File: config.mk
export PLATFORM = sky130hd
export DESIGN_NAME = nfcomc_regs
export DESIGN_NICKNAME = d
export VERILOG_FILES = /design/src/nfcomc_pkg.sv /design/src/nfcomc_regs.sv
export SDC_FILE = /design/constraint.sdc
export NUM_CORES = 1
export LEC_CHECK = 0
export BUFFER_PORTS_ARGS = -buffer_cell sky130_fd_sc_hd__buf_4
export CAP_MARGIN = 20
export CORE_MARGIN = 2
export CORE_UTILIZATION = 40
export DETAILED_ROUTE_END_ITERATION = 8
export GPL_ROUTABILITY_DRIVEN = 0
export PLACE_DENSITY = 0.79
export SETUP_SLACK_MARGIN = 0.05
export SKIP_CTS_REPAIR_TIMING = 1
export SKIP_LAST_GASP = 1
export SYNTH_ARGS = -nofsm -noshare
export SYNTH_HDL_FRONTEND = slang
export SYNTH_SLANG_ARGS = --single-unit
File: constraint.sdc
create_clock -name clock -period 1.6 [get_ports clock]
set_input_delay 0.08 -clock clock [delete_from_list [all_inputs] [get_ports clock]]
set_output_delay 0.08 -clock clock [all_outputs]
set_load 0.01 [all_outputs]
File: src/nfcomc_pkg.sv
/*
 * Package for the operation and mode control register bank: register
 * offsets, field positions, reset values and decoded enumerations.
 * Assumes nothing of its surroundings; imported by nfcomc_regs.
 */
package nfcomc_pkg;

   // ----------------------------------------------------------------
   // Register map
   // ----------------------------------------------------------------
   localparam logic [7:0] NFCOMC_ADDR_OPERATION_CONTROL = 8'h02;
   localparam logic [7:0] NFCOMC_ADDR_MODE_DEFINITION = 8'h03;

   // Power-up values.
   localparam logic [7:0] NFCOMC_OPERATION_CONTROL_RESET = 8'h00;
   localparam logic [7:0] NFCOMC_MODE_DEFINITION_RESET = 8'h08;

   // ----------------------------------------------------------------
   // Operation control fields
   // ----------------------------------------------------------------
   localparam int NFCOMC_OC_READY_BIT = 7;
   localparam int NFCOMC_OC_RX_EN_BIT = 6;
   localparam int NFCOMC_OC_ONE_CHANNEL_BIT = 5;
   localparam int NFCOMC_OC_MANUAL_SEL_BIT = 4;
   localparam int NFCOMC_OC_TX_EN_BIT = 3;
   localparam int NFCOMC_OC_WAKEUP_BIT = 2;
   localparam int NFCOMC_OC_FD_HI = 1;
   localparam int NFCOMC_OC_FD_LO = 0;

   localparam logic [1:0] NFCOMC_FD_OFF = 2'h0;
   localparam logic [1:0] NFCOMC_FD_MANUAL_CA = 2'h1;
   localparam logic [1:0] NFCOMC_FD_MANUAL_PEER = 2'h2;
   localparam logic [1:0] NFCOMC_FD_AUTO = 2'h3;

   // ----------------------------------------------------------------
   // Mode definition fields
   // ----------------------------------------------------------------
   localparam int NFCOMC_MD_TARGET_BIT = 7;
   localparam int NFCOMC_MD_OM_HI = 6;
   localparam int NFCOMC_MD_OM_LO = 3;
   localparam int NFCOMC_MD_MOD_BIT = 2;
   localparam int NFCOMC_MD_AR_HI = 1;
   localparam int NFCOMC_MD_AR_LO = 0;

   // Initiator operating protocol codes.
   localparam logic [3:0] NFCOMC_OM_I_ACTIVE_P2P = 4'h0;
   localparam logic [3:0] NFCOMC_OM_I_TYPE_A = 4'h1;
   localparam logic [3:0] NFCOMC_OM_I_TYPE_B = 4'h2;
   localparam logic [3:0] NFCOMC_OM_I_TYPE_F = 4'h3;
   localparam logic [3:0] NFCOMC_OM_I_TYPE_1 = 4'h4;
   localparam logic [3:0] NFCOMC_OM_I_SUBCARRIER = 4'hE;
   localparam logic [3:0] NFCOMC_OM_I_BPSK = 4'hF;
   // Target operating protocol codes.
   localparam logic [3:0] NFCOMC_OM_T_TYPE_A = 4'h1;
   localparam logic [3:0] NFCOMC_OM_T_TYPE_F = 4'h4;

   localparam logic [1:0] NFCOMC_AR_OFF = 2'h0;
   localparam logic [1:0] NFCOMC_AR_ANY_RX = 2'h1;
   localparam logic [1:0] NFCOMC_AR_PEER_OFF = 2'h2;

   // Decoded protocol selection driven to the coder and receiver.
   typedef enum logic [3:0] {
      NFCOMC_PROTO_NONE,
      NFCOMC_PROTO_ACTIVE_P2P,
      NFCOMC_PROTO_TYPE_A,
      NFCOMC_PROTO_TYPE_B,
      NFCOMC_PROTO_TYPE_F,
      NFCOMC_PROTO_TYPE_1,
      NFCOMC_PROTO_SUBCARRIER,
      NFCOMC_PROTO_BPSK,
      NFCOMC_PROTO_TARGET_A,
      NFCOMC_PROTO_TARGET_F
   } nfcomc_proto_e;

   // Receive channel usage.
   typedef enum logic [1:0] {
      NFCOMC_CH_BOTH_AUTO,
      NFCOMC_CH_BOTH_MANUAL,
      NFCOMC_CH_SINGLE
   } nfcomc_chan_e;

   // Field detector state.
   typedef enum logic [1:0] {
      NFCOMC_DET_OFF,
      NFCOMC_DET_CA,
      NFCOMC_DET_PEER,
      NFCOMC_DET_AUTO
   } nfcomc_det_e;

endpackage : nfcomc_pkg

File: src/nfcomc_regs.sv
/*
 * Operation control and mode definition registers of the reader front
 * end, with the decode that steers oscillator, receiver, transmitter,
 * wake-up, field detector, protocol and automatic response logic.
 * Assumes a host on a plain strobe port synchronous to clock, and a
 * reset that is only asserted at power-up.
 */
// Added by the designer: strobed register access.
// Summary of operation
// - Ready bit enables oscillator and ready state.
// - Receive enable bit gates receiver operation.
// - Channel bit picks both or one channel.
// - Manual bit picks automatic or manual channel.
// - Transmit enable bit; field-on commands set it.
// - Active peer mode clears transmit after transmission.
// - Wake-up bit enters timer driven wake-up mode.
// - Field detector control selects off, CA, peer, auto.
// - Detector only set means low power state.
// - Operation control zeroes at power-up only.
// - Mode bit seven picks initiator or target.
// - Initiator codes decode to seven protocols.
// - Unsupported code disables transmit and receive.
// - Target codes select type A or F.
// - Modulation bit picks on-off keying or AM.
// - Auto response field control encodes two triggers.
// - Triggered auto response starts collision avoidance.
// - Mode writes accepted only with stable crystal.
`timescale 1ns/1ns

module nfcomc_regs
   import nfcomc_pkg::*;
(
   // Clock and power-up reset.
   input wire logic clock,
   input wire logic reset,
   // Host register port.
   input wire logic [7:0] address,
   input wire logic [7:0] write_data,
   input wire logic write_strobe,
   input wire logic read_strobe,
   output logic [7:0] read_data,
   // Events from the rest of the device.
   input wire logic crystal_stable,
   input wire logic field_on_command,
   input wire logic transmission_done,
   input wire logic reception_end,
   input wire logic peer_field_off,
   input wire logic manual_channel_pick,
   // Analog and timer controls.
   output logic oscillator_enable,
   output logic ready_state,
   output logic wakeup_enable,
   output logic low_power_initial,
   output nfcomc_det_e field_detector_control,
   // Receiver and transmitter controls.
   output logic receiver_enable,
   output logic channel_am_enable,
   output logic channel_pm_enable,
   output logic channel_auto_select,
   output logic transmitter_enable,
   // Mode controls.
   output logic target_role,
   output nfcomc_proto_e operating_protocol_code,
   output logic modulation_kind,
   output logic [1:0] auto_response_field,
   output logic start_response_collision_avoidance
);

   // ----------------------------------------------------------------
   // State
   // ----------------------------------------------------------------
   typedef struct packed {
      logic [7:0] operation_control;
      logic [7:0] mode_definition;
      logic [7:0] read_data;
      logic start_rca;
   } nfcomc_state_s;

   nfcomc_state_s state;
   nfcomc_state_s next_state;

   // Decoded views of the stored bits and of the address.
   logic [3:0] om_code;
   logic [1:0] ar_code;
   logic proto_supported;
   nfcomc_proto_e proto;
   logic active_p2p;
   logic oc_hit;
   logic md_hit;

   // ----------------------------------------------------------------
   // Protocol decode
   // ----------------------------------------------------------------
   assign om_code = state.mode_definition[NFCOMC_MD_OM_HI:NFCOMC_MD_OM_LO];
   assign ar_code = state.mode_definition[NFCOMC_MD_AR_HI:NFCOMC_MD_AR_LO];

   // Role decides how the four bit code reads; reserved codes give NONE.
   always_comb begin
      proto = NFCOMC_PROTO_NONE;
      if (state.mode_definition[NFCOMC_MD_TARGET_BIT]) begin
         case (om_code)
            NFCOMC_OM_T_TYPE_A: proto = NFCOMC_PROTO_TARGET_A;
            NFCOMC_OM_T_TYPE_F: proto = NFCOMC_PROTO_TARGET_F;
            default: proto = NFCOMC_PROTO_NONE;
         endcase
      end else begin
         case (om_code)
            NFCOMC_OM_I_ACTIVE_P2P: proto = NFCOMC_PROTO_ACTIVE_P2P;
            NFCOMC_OM_I_TYPE_A: proto = NFCOMC_PROTO_TYPE_A;
            NFCOMC_OM_I_TYPE_B: proto = NFCOMC_PROTO_TYPE_B;
            NFCOMC_OM_I_TYPE_F: proto = NFCOMC_PROTO_TYPE_F;
            NFCOMC_OM_I_TYPE_1: proto = NFCOMC_PROTO_TYPE_1;
            NFCOMC_OM_I_SUBCARRIER: proto = NFCOMC_PROTO_SUBCARRIER;
            NFCOMC_OM_I_BPSK: proto = NFCOMC_PROTO_BPSK;
            default: proto = NFCOMC_PROTO_NONE;
         endcase
      end
   end

   assign proto_supported = (proto != NFCOMC_PROTO_NONE);
   assign active_p2p = (proto == NFCOMC_PROTO_ACTIVE_P2P);
   assign oc_hit = (address == NFCOMC_ADDR_OPERATION_CONTROL);
   assign md_hit = (address == NFCOMC_ADDR_MODE_DEFINITION);

   // ----------------------------------------------------------------
   // Next state
   // ----------------------------------------------------------------
   // A device update of the transmit bit in the same cycle as a host
   // write overrides the written bit, so the hardware event is not lost.
   always_comb begin
      next_state = state;
      next_state.read_data = 8'h00;
      next_state.start_rca = 1'b0;
      if (write_strobe && oc_hit) begin
         next_state.operation_control = write_data;
      end
      // Mode writes without a stable crystal are dropped silently.
      if (write_strobe && md_hit && crystal_stable) begin
         next_state.mode_definition = write_data;
      end
      if (active_p2p && transmission_done) begin
         next_state.operation_control[NFCOMC_OC_TX_EN_BIT] = 1'b0;
      end
      if (field_on_command) begin
         next_state.operation_control[NFCOMC_OC_TX_EN_BIT] = 1'b1;
      end
      // Reads see the stored values, device changes included.
      if (read_strobe) begin
         if (oc_hit) begin
            next_state.read_data = state.operation_control;
         end else if (md_hit) begin
            next_state.read_data = state.mode_definition;
         end else begin
            next_state.read_data = 8'h00;
         end
      end
      case (ar_code)
         NFCOMC_AR_ANY_RX: next_state.start_rca = reception_end;
         NFCOMC_AR_PEER_OFF: next_state.start_rca = peer_field_off;
         default: next_state.start_rca = 1'b0;
      endcase
   end

   // ----------------------------------------------------------------
   // Registers
   // ----------------------------------------------------------------
   // The only reset is power-up, so defaults load only then.
   always_ff @(posedge clock) begin
      if (reset) begin
         state.operation_control <= NFCOMC_OPERATION_CONTROL_RESET;
         state.mode_definition <= NFCOMC_MODE_DEFINITION_RESET;
         state.read_data <= 8'h00;
         state.start_rca <= 1'b0;
      end else begin
         state <= next_state;
      end
   end

   // ----------------------------------------------------------------
   // Outputs
   // ----------------------------------------------------------------
   assign read_data = state.read_data;
   assign oscillator_enable = state.operation_control[NFCOMC_OC_READY_BIT];
   assign ready_state = state.operation_control[NFCOMC_OC_READY_BIT];
   assign wakeup_enable = state.operation_control[NFCOMC_OC_WAKEUP_BIT];

   // Detector field maps straight onto its four states.
   always_comb begin
      case (state.operation_control[NFCOMC_OC_FD_HI:NFCOMC_OC_FD_LO])
         NFCOMC_FD_MANUAL_CA: field_detector_control = NFCOMC_DET_CA;
         NFCOMC_FD_MANUAL_PEER: field_detector_control = NFCOMC_DET_PEER;
         NFCOMC_FD_AUTO: field_detector_control = NFCOMC_DET_AUTO;
         default: field_detector_control = NFCOMC_DET_OFF;
      endcase
   end

   // Detector alone, every other control bit clear.
   assign low_power_initial =
      (state.operation_control[NFCOMC_OC_FD_HI:NFCOMC_OC_FD_LO] != NFCOMC_FD_OFF) &&
      (state.operation_control[7:2] == 6'h00);

   // Unsupported protocol codes hold both directions off.
   assign receiver_enable = state.operation_control[NFCOMC_OC_RX_EN_BIT]
                            && proto_supported;
   assign transmitter_enable = state.operation_control[NFCOMC_OC_TX_EN_BIT]
                               && proto_supported;

   // Single channel follows the manual pick: 0 selects AM, 1 PM.
   always_comb begin
      if (state.operation_control[NFCOMC_OC_ONE_CHANNEL_BIT]) begin
         channel_am_enable = receiver_enable && !manual_channel_pick;
         channel_pm_enable = receiver_enable && manual_channel_pick;
         channel_auto_select = 1'b0;
      end else begin
         channel_am_enable = receiver_enable;
         channel_pm_enable = receiver_enable;
         channel_auto_select = !state.operation_control[NFCOMC_OC_MANUAL_SEL_BIT];
      end
   end

   assign target_role = state.mode_definition[NFCOMC_MD_TARGET_BIT];
   assign operating_protocol_code = proto;
   assign modulation_kind = state.mode_definition[NFCOMC_MD_MOD_BIT];
   assign auto_response_field = ar_code;
   assign start_response_collision_avoidance = state.start_rca;

endmodule : nfcomc_regs

==> flow_metrics.env <==
export IMPL_netlist_instances=152
export IMPL_remaining_drc_errors=0
export IMPL_synth_cell_types=35
export IMPL_wirelength_mm=3.112
export IMPL_fin_util=0.6132
export IMPL_cpPeakStageDelay_ns=0.39
export IMPL_irDropWorstVdd_mv=0.3600
export IMPL_arrival_ns=1.65
export IMPL_seqPwrFrac=0.612
export IMPL_worstHoldStart="write_data[0]"
export IMPL_crit_required_ns=1.52
export IMPL_seq_area_frac_synth=0.3980
export IMPL_dr_first_iter_drc_count=18
export IMPL_syn2layout_area_growth_pct=47.66
export IMPL_clk_pin_slew_ns=0.14
export IMPL_clk_latency_ns=0.32
export IMPL_power_density_mw_per_mm2=547.4
export IMPL_r2r_start="om_code[0]"
export IMPL_fin_crit_ns=1.734
export IMPL_power_frac_comb=0.104
export IMPL_antenna_found_initial=0
export IMPL_synth_edff_count=0
export IMPL_finalNetCount=232
export IMPL_place_area_mm2=0.001642
export IMPL_grt_max_degree=19
export IMPL_crit_path_max_fanout=5
export IMPL_wl_per_cell_um=12.60
export IMPL_rows=20
export IMPL_finalPower_mw=1.016
export IMPL_seqCellArea_um2=515.5
export IMPL_switchingPower_mw=0.2383
export IMPL_cp_top_family="buffers and inverters"
export IMPL_cts_tree="yes"
export IMPL_grt_pass1_vias=1035
export IMPL_cts_buffers=3
export IMPL_clkSinkCount=25
export IMPL_hold_class="in2reg"
export IMPL_cp_num_buf_inv=3
export IMPL_ys_warn_count=0
export IMPL_cts_root_buf="clkbuf_4"
export IMPL_critPathKind="reg2out"
export IMPL_vias=1226
export IMPL_finalCritPeriodShare=1.083
export IMPL_path_cells="buf_6 > xnor2_2 > nor3_2 > buf_4 > nor2_2 > nor2_1 > buf_4"
export IMPL_setup_tns_ns=-0.5551
export IMPL_io_pins=54
export IMPL_final_cells=247
export IMPL_drtPass1Iterations=4
export IMPL_fill_cells=292
export IMPL_fin_skew_ns=0.002130
export IMPL_drive_above_1_share=0.4631
export IMPL_setup_viol=6
export IMPL_detail_route_antenna_nets=0
export IMPL_synth_top_area_share=0.3980
export IMPL_dieArea_mm2=0.003608
export IMPL_netlist_top_cell_by_area="dfxtp_1"
export IMPL_die_w_um=60.07
export IMPL_overflow=0
export IMPL_dp_slack_ns=0.03896
export IMPL_end_kind="primary output"
export IMPL_rsz0062_at_grt="yes"
export IMPL_core_area_mm2=0.003028
export IMPL_drv_slew=0
export IMPL_clockPowerShare=0.283
export IMPL_synth_nets=180
export IMPL_layout_commonest_cell="buf_4"
export IMPL_antenna_cells=0
export IMPL_die_h_um=60.07
export IMPL_swShare=0.2345
export IMPL_port_buffers=53
export IMPL_stdcell_area_mm2=0.001857
export IMPL_failed_checks="hold timing, setup timing"
export IMPL_path_common_cell="buf_4"
export IMPL_maxCapViolCount=0
export IMPL_netlist_area_mm2=0.001257
export IMPL_async_reset_ff_frac=0
export IMPL_multi_input_area_um2=679.4
export IMPL_clockBufferDepth=2
export IMPL_place_inst=234
export IMPL_worstMarginPinSlew_ns=0.3443
export IMPL_hold_viol=2
export IMPL_initial_utilization=0.4153
export IMPL_htree_levels=1
export IMPL_grt_usage=0.1652
export IMPL_cp_start_kind="flip-flop"
export IMPL_slew_headroom=0.7646
export IMPL_worst_slack_ns=-0.1335
export IMPL_ys_seq_elements=25
export IMPL_avgSynthCellArea_um2=8.273
export IMPL_synth_ff_type="dfxtp_1"
export IMPL_fmax_mhz=576.9
export IMPL_p_leak_nw=0.7815
export IMPL_slowest_stage="dfxtp_4"
export IMPL_status="complete, but fails checks"
export IMPL_startpoint="om_code[0]"
export IMPL_final_cell_mix="62 x buf_4, 19 x dfxtp_1, 18 x nor2_1"
export IMPL_drt_vias_per_instance=4.964
export IMPL_internal_power_mw=0.7781
export IMPL_grt_pass1_wl_mm=4.581
export IMPL_holdWs_ns=-0.004688
export IMPL_yosys_top_cells_area="dfxtp_1 40%, buf_4 6.6%, nor2_1 6.0%, mux2i_1 5.6%, a22oi_1 5.4%"
-- tightest hold or removal path, stage by stage --
cell and delay (ns):
buf_4 0.08, mux2i_1 0.06, nor2_1 0.07
-- sequential cells by signal, summed over array words and instances, names as in the netlist --
register and count:
wakeup_enable 1, start_response_collision_avoidance 1, state 6, oscillator_enable 1, target_role 1, auto_response_field 2
om_code 4, read_data 8, modulation_kind 1
-- worst paths after layout --
path / slack, ns / to / cells past startpoint
max reg2reg: 0.11 / state[20] / 6
max: -0.13 / transmitter_enable / 7
min reg2reg: 0.48 / state[21] / 2
min: -0.005 / auto_response_field[0] / 3
-- logic make-up after synthesis --
kind of cell               Yosys count  share of synthesized area
and+or+nand+nor                     55                     0.2249
DFF                                 25                     0.3980
muxes                                8                    0.06468
xor gates and xnor gates             2                    0.01393
AOI/OAI and AO/OA                   30                     0.1552
adders and majority gates            2                    0.01990
buffers and inverters               30                     0.1234
-- layout make-up --
class	count	share of cell area
inverters	7	0.01415
clock inverters	1	0.004043
multi-input cells	97	0.3659
flip-flops and latches	25	0.2776
clock buffers	3	0.01213
repair buffers	70	0.2965
well taps	44	0.02965
-- synth_stat cells (2+ instances only) --
cell type	count
mux2i_1	7
ha_1	2
nor2_1	20
o21ai_0	3
and2_1	2
a31oi_1	2
a22oi_1	9
dfxtp_1	25
nor3_1	3
inv_1	7
clkbuf_1	10
xnor2_1	2
nand2_1	9
buf_4	11
or2_2	2
a21oi_1	10
nand3_1	10
-- metal layers --
layer	track usage	wire, um	vias to the layer above	share of wire
li1	-	-	614	-
met1	0.2196	1409	560	0.45
met2	0.2702	1493	50	0.48
met3	0.04545	190	2	0.061
met4	0.02857	19	0	0.0061
met5	0	0	-	0
-- power groups by stage --
stage | clock network, mW | registers, mW | logic [mW]
after detailed placement | 0 | 0.641 | 0.0961
after floorplan | 0 | 0.640 | 0.0331
after CTS | 0.297 | 0.627 | 0.0962
final | 0.288 | 0.623 | 0.106
after global placement | 0 | 0.640 | 0.0954
after global routing | 0.313 | 0.623 | 0.115
No activity file was read; power rests on OpenSTA's default activity.
